### src/pkg/pwm_art_pkg.sv
// Behaviour
// capture edge latches counter, sets capture flag
// capture locked until value read; read clears
// capture irq held while flag and enable
// per-channel edge select and irq enable
// enabled edge irq wakes core in halt
// clock select: cpu clock or external clock
// prescaler divides by two to the field
// run bit 0 freezes prescaler and counter
// force reload: write-only, loads reload, clears prescaler
// overflow irq enable gates overflow request
// overflow on FFh rollover; status read clears
// counter access reads/writes live counter
// overflow reloads counter and switches pwm levels
// output enable connects channel to pin
// output high while counter at most compare
// polarity change inverts output immediately
// duty sets second edge; reload first edge
// all registers zero after reset
// capture resolution is one counter clock
// compare shadow reloaded from duty on overflow
// edge select 1 rising, 0 falling
// capture inputs synchronised before edge detection
package pwm_art_pkg;
	localparam int ADDR_W     = 12;
	localparam int IDX_W      = 10;
	localparam int NUM_PWM    = 4;
	localparam int NUM_CAP    = 2;
	// register indices; byte address is four times the index
	localparam logic [IDX_W-1:0] IDX_DUTY3   = 10'h073;
	localparam logic [IDX_W-1:0] IDX_DUTY2   = 10'h074;
	localparam logic [IDX_W-1:0] IDX_DUTY1   = 10'h075;
	localparam logic [IDX_W-1:0] IDX_DUTY0   = 10'h076;
	localparam logic [IDX_W-1:0] IDX_PWMCTRL = 10'h077;
	localparam logic [IDX_W-1:0] IDX_CSR     = 10'h078;
	localparam logic [IDX_W-1:0] IDX_CNT     = 10'h079;
	localparam logic [IDX_W-1:0] IDX_RELOAD  = 10'h07a;
	localparam logic [IDX_W-1:0] IDX_CAPCSR  = 10'h07b;
	localparam logic [IDX_W-1:0] IDX_CAPV1   = 10'h07c;
	localparam logic [IDX_W-1:0] IDX_CAPV2   = 10'h07d;
	// timer_control_status fields
	localparam int CSR_EXT_CLOCK_SELECT   = 7;
	localparam int CSR_CC_LSB = 4;
	localparam int CSR_TCE    = 3;
	localparam int CSR_FORCE_RELOAD   = 2;
	localparam int CSR_OIE    = 1;
	localparam int CSR_OVF    = 0;
	// pwm_output_control fields
	localparam int PWM_OE_LSB = 4;
	localparam int PWM_OP_LSB = 0;
	// capture_ctrl_status fields
	localparam int CAP_CS_LSB = 4;
	localparam int CAP_IE_LSB = 2;
	localparam int CAP_CF_LSB = 0;
	localparam logic [7:0] REG_RESET = 8'h00;
	localparam logic [7:0] CNT_TOP   = 8'hff;
endpackage

### src/rtl/pwm_auto_reload_timer.sv
// Local design decisions: the APB slave port and the placing of the registers.
`timescale 1ns/1ps
`default_nettype none
module pwm_auto_reload_timer (
	input  wire logic                                clock,
	input  wire logic                                rst_n,
	input  wire logic                                psel,
	input  wire logic                                penable,
	input  wire logic                                pwrite,
	input  wire logic [pwm_art_pkg::ADDR_W-1:0]      paddr,
	input  wire logic [31:0]                         pwdata,
	output logic      [31:0]                         prdata,
	output logic                                     pready,
	output logic                                     pslverr,
	input  wire logic                                extClock,
	input  wire logic [pwm_art_pkg::NUM_CAP-1:0]     capturePin,
	input  wire logic                                haltMode,
	output logic      [pwm_art_pkg::NUM_PWM-1:0]     pwmOutputPin,
	output logic      [pwm_art_pkg::NUM_PWM-1:0]     pwmPinDrive,
	output logic                                     overflowIrq,
	output logic      [pwm_art_pkg::NUM_CAP-1:0]     captureIrq,
	output logic                                     wakeRequest
);
	localparam int NP = pwm_art_pkg::NUM_PWM;
	localparam int NC = pwm_art_pkg::NUM_CAP;

	typedef struct packed {
		logic [NC-1:0]        capSync1;
		logic [NC-1:0]        capSync2;
		logic [NC-1:0]        capPrev;
		logic                 extSync1;
		logic                 extSync2;
		logic                 extPrev;
		logic [6:0]           presc;
		logic [7:0]           cnt;
		logic [7:0]           reload;
		logic [7:0]           csr;
		logic [7:0]           pwmCtrl;
		logic [NP-1:0][7:0]   duty;
		logic [NP-1:0][7:0]   compareShadow;
		logic [NC-1:0]        edgeSel;
		logic [NC-1:0]        capIrqEnable;
		logic [NC-1:0]        captureFlag;
		logic [NC-1:0][7:0]   captureValue;
		logic [NP-1:0]        pwmPin;
		logic [NP-1:0]        pwmDrive;
		logic                 ovfIrq;
		logic [NC-1:0]        capIrq;
		logic                 wake;
		logic [7:0]           rdData;
		logic                 ready;
		logic                 slvErr;
	} state_t;

	state_t s_ff;
	state_t nxt_s;

	logic [pwm_art_pkg::IDX_W-1:0] idx;
	logic                          setup;
	logic                          access;
	logic                          wr;
	logic                          rd;
	logic                          inTick;
	logic                          cntTick;
	logic                          overflow;
	logic [6:0]                    mask;
	logic [2:0]                    cc;
	logic                          mapped;
	logic [7:0]                    rdMux;
	logic [NC-1:0]                 capEdge;
	logic [NC-1:0]                 capRead;

	assign idx    = paddr[pwm_art_pkg::ADDR_W-1:2];
	assign setup  = psel & ~penable;
	assign access = psel & penable & s_ff.ready;
	assign wr     = access & pwrite;
	assign rd     = access & ~pwrite;
	assign cc     = s_ff.csr[pwm_art_pkg::CSR_CC_LSB +: 3];

	always_comb begin
		mapped = 1'b1;
		case (idx)
			pwm_art_pkg::IDX_DUTY0:   rdMux = s_ff.duty[0];
			pwm_art_pkg::IDX_DUTY1:   rdMux = s_ff.duty[1];
			pwm_art_pkg::IDX_DUTY2:   rdMux = s_ff.duty[2];
			pwm_art_pkg::IDX_DUTY3:   rdMux = s_ff.duty[3];
			pwm_art_pkg::IDX_PWMCTRL: rdMux = s_ff.pwmCtrl;
			// force reload reads zero
			pwm_art_pkg::IDX_CSR:     rdMux = s_ff.csr & ~(8'h01 << pwm_art_pkg::CSR_FORCE_RELOAD);
			// live counter value
			pwm_art_pkg::IDX_CNT:     rdMux = s_ff.cnt;
			pwm_art_pkg::IDX_RELOAD:  rdMux = s_ff.reload;
			pwm_art_pkg::IDX_CAPCSR:  rdMux = {2'h0, s_ff.edgeSel, s_ff.capIrqEnable,
				s_ff.captureFlag};
			pwm_art_pkg::IDX_CAPV1:   rdMux = s_ff.captureValue[0];
			pwm_art_pkg::IDX_CAPV2:   rdMux = s_ff.captureValue[1];
			default: begin
				rdMux  = 8'h00;
				mapped = 1'b0;
			end
		endcase
	end

	always_comb begin
		nxt_s = s_ff;
		// two-stage synchronisers, edges from later stages
		nxt_s.capSync1 = capturePin;
		nxt_s.capSync2 = s_ff.capSync1;
		nxt_s.capPrev  = s_ff.capSync2;
		nxt_s.extSync1 = extClock;
		nxt_s.extSync2 = s_ff.extSync1;
		nxt_s.extPrev  = s_ff.extSync2;

		// prescaler input source
		inTick = s_ff.csr[pwm_art_pkg::CSR_EXT_CLOCK_SELECT] ? (s_ff.extSync2 & ~s_ff.extPrev) : 1'b1;
		// tap of the prescaler picks 2^cc
		mask     = 7'((8'h01 << cc) - 8'h01);
		cntTick  = 1'b0;
		// run bit gates both stages
		if (s_ff.csr[pwm_art_pkg::CSR_TCE] && inTick) begin
			cntTick     = ((s_ff.presc & mask) == mask);
			nxt_s.presc = s_ff.presc + 7'h01;
		end
		overflow = cntTick && (s_ff.cnt == pwm_art_pkg::CNT_TOP);
		if (cntTick) begin
			// rollover reloads counter
			nxt_s.cnt = overflow ? s_ff.reload : s_ff.cnt + 8'h01;
		end
		if (overflow) begin
			// double-buffered duty, glitch free
			nxt_s.compareShadow = s_ff.duty;
		end

		// register writes; software access beats counting
		if (wr) begin
			case (idx)
				pwm_art_pkg::IDX_DUTY0:   nxt_s.duty[0] = pwdata[7:0];
				pwm_art_pkg::IDX_DUTY1:   nxt_s.duty[1] = pwdata[7:0];
				pwm_art_pkg::IDX_DUTY2:   nxt_s.duty[2] = pwdata[7:0];
				pwm_art_pkg::IDX_DUTY3:   nxt_s.duty[3] = pwdata[7:0];
				pwm_art_pkg::IDX_PWMCTRL: nxt_s.pwmCtrl = pwdata[7:0];
				pwm_art_pkg::IDX_CSR: begin
					// overflow flag and force bit are not stored from software
					nxt_s.csr = {pwdata[7:3], 1'b0, pwdata[pwm_art_pkg::CSR_OIE],
						s_ff.csr[pwm_art_pkg::CSR_OVF]};
					// force reload
					if (pwdata[pwm_art_pkg::CSR_FORCE_RELOAD]) begin
						nxt_s.cnt   = s_ff.reload;
						nxt_s.presc = 7'h00;
					end
				end
				pwm_art_pkg::IDX_CNT: begin
					// on-the-fly write restarts prescaler
					nxt_s.cnt   = pwdata[7:0];
					nxt_s.presc = 7'h00;
				end
				pwm_art_pkg::IDX_RELOAD:  nxt_s.reload = pwdata[7:0];
				pwm_art_pkg::IDX_CAPCSR: begin
					// edge choice and enables per channel
					nxt_s.edgeSel      = pwdata[pwm_art_pkg::CAP_CS_LSB +: NC];
					nxt_s.capIrqEnable = pwdata[pwm_art_pkg::CAP_IE_LSB +: NC];
				end
				default: begin
				end
			endcase
		end

		// read clears, a same-cycle overflow still sets
		if (rd && idx == pwm_art_pkg::IDX_CSR) begin
			nxt_s.csr[pwm_art_pkg::CSR_OVF] = 1'b0;
		end
		if (overflow) begin
			nxt_s.csr[pwm_art_pkg::CSR_OVF] = 1'b1;
		end

		capRead[0] = rd && idx == pwm_art_pkg::IDX_CAPV1;
		capRead[1] = rd && idx == pwm_art_pkg::IDX_CAPV2;
		for (int c = 0; c < NC; c++) begin
			// 1 rising, 0 falling
			capEdge[c] = s_ff.edgeSel[c] ? (s_ff.capSync2[c] & ~s_ff.capPrev[c])
				: (~s_ff.capSync2[c] & s_ff.capPrev[c]);
			// read releases the lock
			if (capRead[c]) begin
				nxt_s.captureFlag[c] = 1'b0;
			end
			// latch counter state; counter clock resolution
			if (capEdge[c] && (!s_ff.captureFlag[c] || capRead[c])) begin
				nxt_s.captureValue[c] = s_ff.cnt;
				nxt_s.captureFlag[c]  = 1'b1;
			end
		end

		for (int p = 0; p < NP; p++) begin
			// level from shadow compare and live polarity
			nxt_s.pwmPin[p] = nxt_s.pwmCtrl[pwm_art_pkg::PWM_OE_LSB + p]
				& ((nxt_s.cnt <= nxt_s.compareShadow[p])
				^ nxt_s.pwmCtrl[pwm_art_pkg::PWM_OP_LSB + p]);
			// pin handed to the channel
			nxt_s.pwmDrive[p] = nxt_s.pwmCtrl[pwm_art_pkg::PWM_OE_LSB + p];
		end

		// gated overflow request
		nxt_s.ovfIrq = nxt_s.csr[pwm_art_pkg::CSR_OVF] & nxt_s.csr[pwm_art_pkg::CSR_OIE];
		// pending while flag stays set
		nxt_s.capIrq = nxt_s.captureFlag & nxt_s.capIrqEnable;
		// wake from halt on any enabled request
		nxt_s.wake   = haltMode & ((|nxt_s.capIrq) | nxt_s.ovfIrq);

		// answer registered in setup, so one access cycle per transfer
		nxt_s.ready  = setup;
		nxt_s.slvErr = setup & ~mapped;
		nxt_s.rdData = setup ? rdMux : 8'h00;
	end

	always_ff @(posedge clock) begin
		// everything clears
		if (!rst_n) begin
			s_ff <= '0;
		end else begin
			s_ff <= nxt_s;
		end
	end

	assign prdata       = {24'h000000, s_ff.rdData};
	assign pready       = s_ff.ready;
	assign pslverr      = s_ff.slvErr;
	assign pwmOutputPin = s_ff.pwmPin;
	assign pwmPinDrive  = s_ff.pwmDrive;
	assign overflowIrq  = s_ff.ovfIrq;
	assign captureIrq   = s_ff.capIrq;
	assign wakeRequest  = s_ff.wake;
endmodule
`default_nettype wire

### config.mk
export PLATFORM = sky130hd
export DESIGN_NAME = pwm_auto_reload_timer
export DESIGN_NICKNAME = d
export VERILOG_FILES = /design/src/pkg/pwm_art_pkg.sv /design/src/rtl/pwm_auto_reload_timer.sv
export SDC_FILE = /design/constraint.sdc
export NUM_CORES = 1
export LEC_CHECK = 0
export ABC_AREA = 1
export CAP_MARGIN = 20
export CORE_UTILIZATION = 40
export CTS_CLUSTER_DIAMETER = 150
export CTS_CLUSTER_SIZE = 25
export DETAILED_ROUTE_END_ITERATION = 8
export DONT_BUFFER_PORTS = 1
export PLACE_DENSITY = 0.6
export SETUP_SLACK_MARGIN = 0.1
export SLEW_MARGIN = 10
export SYNTH_ARGS = -nofsm -noshare
export SYNTH_HDL_FRONTEND = slang
export SYNTH_SLANG_ARGS = --single-unit
### constraint.sdc
create_clock -name clock -period 4.7 [get_ports clock]
set_clock_uncertainty 0.2 [all_clocks]
set_input_delay 0.47 -clock clock [delete_from_list [all_inputs] [get_ports clock]]
set_output_delay 0.47 -clock clock [all_outputs]
set_load 0.01 [all_outputs]
==> run metrics <==
Worst Path Max Fanout=15; Hold Slack=0.00586 ns; r2r endpoint=pwmOutputPin[1]; hpwl dp=16300 um; flops & latches, synth=151; H-tree Lvls=4; Final TNS setup=0 ns; peak supply drop=0.000243 V; most frequent cells in the layout=nand2_1, dfxtp_1, inv_1; Clock Tree Root=clkbuf_16; die width=142 um; Post-Route WL=22900 um; Req. time, crit path=a little under 5 ns; initial antenna violation count=0; commonest non-fill, non-tap cell in the layout=nand2_1; CP arrival=about 4.3 ns; minimum clock period=4.19 ns; Global Route Usage Sum=0.240; actual slew at the worst max-slew pin=0.923 ns; fmax=0.239 GHz; routed len/inst=17.2 um; RSZ-0062 raised after global routing=false; Initial Util=0.413; Vias/cell=about 5.2; Pleak=3.66 nW; fin nets=1151; PD cells=346 mW/mm^2; Final Cell Area=0.00859 mm^2; Synth Instances=roughly 1100; GRT overflow=0; Reg2Reg Depth=26; Hold Startpoint=psel; Starting DRT DRC Count=700; IO Port Bufs=0; Slew Viols, Final=0; # diodes=0; sequential-to-total area share from yosys stat=0.386; vias in the first global route=between 6000 and 7000; vias=6912; Hold Path Cell Cnt=2; final-report hold violation count=0; fraction of layout instances using a drive strength above 1=0.0799; Worst slew margin=0.381; Post-Syn Area=0.00783 mm^2; largest net degree at the start of global routing=71; Area growth syn-to-layout=9.65%; synthesized area per cell=7.22 um^2; clk sinks=151; final setup violation count=0; Num CTS Buffers=17; r2r startpoint=cc[1]; core area=0.0190 mm^2; first-pass GRT wire length=around 36000 um; clock transition at the registers of the reported paths=0.06 ns; Post-CTS Setup Inserts=0; CTS tree=yes; YS warnings=0; status=finished, final reports clean; WS Path Type=flop to flop; Clock Path Buffers=2; DR pass1 iterations=5; Die H=142 um; boundary pin count=99; CP Capture Type=flop; Critical Path Source Type=flop; Residual DRC=0; worst slack at placement=0.528 ns; number of max-cap violations=0; placed cell area=0.00777 mm^2; Netlist cell types=42; period utilization=0.892; fin util=0.453; die area=0.0201 mm^2; Min-Delay Endpoint=pslverr; worst-skew pair later-pin latency=roughly 0.43 ns; Hold Crit Class=primary input to flop; antenna-violating nets left=0; Final GP Congestion=0.926; Reg2Reg Setup Slack=roughly 0.51 ns; std cell rows=50; fin worst setup slack=0.510 ns; # fillers=1962
[report_power, final]
group          leakage (nW)  switching (mW)  internal (mW)  total [mW]
Combinational          2.10          0.0623         0.0206      0.0830
Clock                 0.336           0.554           1.04        1.59
Sequential             1.22         0.00416           1.29        1.29
[state kept, by name, indices dropped and copies added (netlist names)]
| name | count |
|---|---|
| s_ff | 124 |
| prdata | 8 |
| nxt_s | 6 |
| pwmOutputPin | 4 |
| cc | 3 |
| captureIrq | 2 |
| overflowIrq | 1 |
| pready | 1 |
| pslverr | 1 |
| wakeRequest | 1 |
[repair_timing]
item                                    CTS  global route
resized for setup                         0             1
endpoints found under the setup margin    0             2
hold buffers                             11             0
hold endpoints to repair                 76             0
[cells in the mapped netlist]
cell | count | share of area
a211oi_1 | 3 | 0.0029
nor3_1 | 13 | 0.0083
o21ai_0 | 107 | 0.068
ha_1 | 35 | 0.056
nand3_1 | 38 | 0.024
o21bai_1 | 2 | 0.0019
a21oi_1 | 106 | 0.068
a31oi_1 | 1 | 0.00080
nor4_4 | 1 | 0.0027
o32ai_1 | 3 | 0.0034
nand2_1 | 197 | 0.094
nor4_1 | 3 | 0.0024
o211ai_1 | 5 | 0.0048
o2111ai_1 | 1 | 0.0011
nand2_2 | 5 | 0.0040
buf_4 | 48 | 0.046
conb_1 | 1 | 0.00048
xnor2_1 | 1 | 0.0011
nand2_4 | 2 | 0.0029
nor2_4 | 11 | 0.016
nand3_4 | 1 | 0.0022
o21ai_1 | 5 | 0.0032
clkbuf_1 | 19 | 0.0091
o22ai_1 | 11 | 0.0088
inv_2 | 17 | 0.0081
xor2_1 | 8 | 0.0089
nor2_1 | 99 | 0.047
nand4_1 | 8 | 0.0064
inv_1 | 140 | 0.067
o21a_1 | 2 | 0.0019
a21oi_2 | 2 | 0.0022
a221oi_1 | 13 | 0.015
buf_2 | 8 | 0.0051
nand3_2 | 2 | 0.0026
o221ai_1 | 1 | 0.0011
dfxtp_1 | 151 | 0.39
a32o_1 | 2 | 0.0026
o31ai_1 | 1 | 0.00096
buf_6 | 2 | 0.0029
nand4_4 | 1 | 0.0027
nor2_2 | 7 | 0.0056
o31a_1 | 1 | 0.0011
[how the worst max path moves through the flow]
stage,end,depth (start not counted),start,slack (ns)
final,pwmOutputPin[1],26,cc[1],0.51
after global routing,pwmOutputPin[0],21,cc[1],0.13
after floorplan,pwmOutputPin[1],26,cc[1],1.45
after detailed placement,pwmOutputPin[1],26,cc[2],0.53
after CTS,pwmOutputPin[1],26,cc[2],0.51
after global placement,pwmOutputPin[1],26,cc[2],0.57
[metrics by stage]
| stage | instances | power (mW) |
|---|---|---|
| 6_report | 1336 | 2.97 |
| 5_1_grt | 1336 | 3.05 |
| 3_3_place_gp | 1293 | 1.38 |
| 3_5_place_dp | 1293 | 1.38 |
| 2_1_floorplan | 1107 | 1.39 |
| 4_1_cts | 1336 | 2.99 |
[layout make-up]
cell class	instances	area, um^2	area share
sequential	151	3020	0.352
clock buffer	20	467	0.0543
tap	260	325	0.0379
clock inverter	12	220	0.0256
multi-input combinational	722	3810	0.444
inverter	157	589	0.0686
timing repair buffer	14	150	0.0175
[logic make-up (layout without fill, tap and decap cells)]
| group | Yosys count | after routing | synth area share |
|---|---|---|---|
| AOI/OAI and AO/OA | 266 | 266 | 0.187 |
| xor gates and xnor gates | 9 | 9 | 0.0101 |
| adders and majority gates | 35 | 35 | 0.0559 |
| buffers and inverters | 234 | 203 | 0.138 |
| DFF | 151 | 151 | 0.386 |
| other | 1 | 24 | 0.000479 |
| and+or+nand+nor | 388 | 388 | 0.222 |
[critical path, stage by stage, from the launching register on]
cell and delay, ns:
dfxtp_1 0.43, nor2_2 0.18, nand2_1 0.09, ha_1 0.28, inv_1 0.03, nand2_1 0.07, nand3_1 0.08, nor2_1 0.09
nand3_1 0.13, nor2_4 0.30, inv_2 0.14, nor2_1 0.11, nand2_1 0.05, nand3_1 0.10, nor2_1 0.05, nor2_1 0.13
nand2_1 0.33, ha_1 0.43, inv_1 0.04, nor2_1 0.07, nor2_1 0.04, o21a_1 0.16, o221ai_1 0.14, o31a_1 0.22
nand2_1 0.07, nand2_1 0.06, nor2_1 0.04
[routing by layer]
layer	global-route usage	wire [um]	part of all wire
met5	0	0	0
met4	0.110	835	0.036
met3	0.0510	1840	0.080
met2	0.366	10100	0.44
met1	0.323	10200	0.44
No activity file was read; power rests on OpenSTA's default activity.
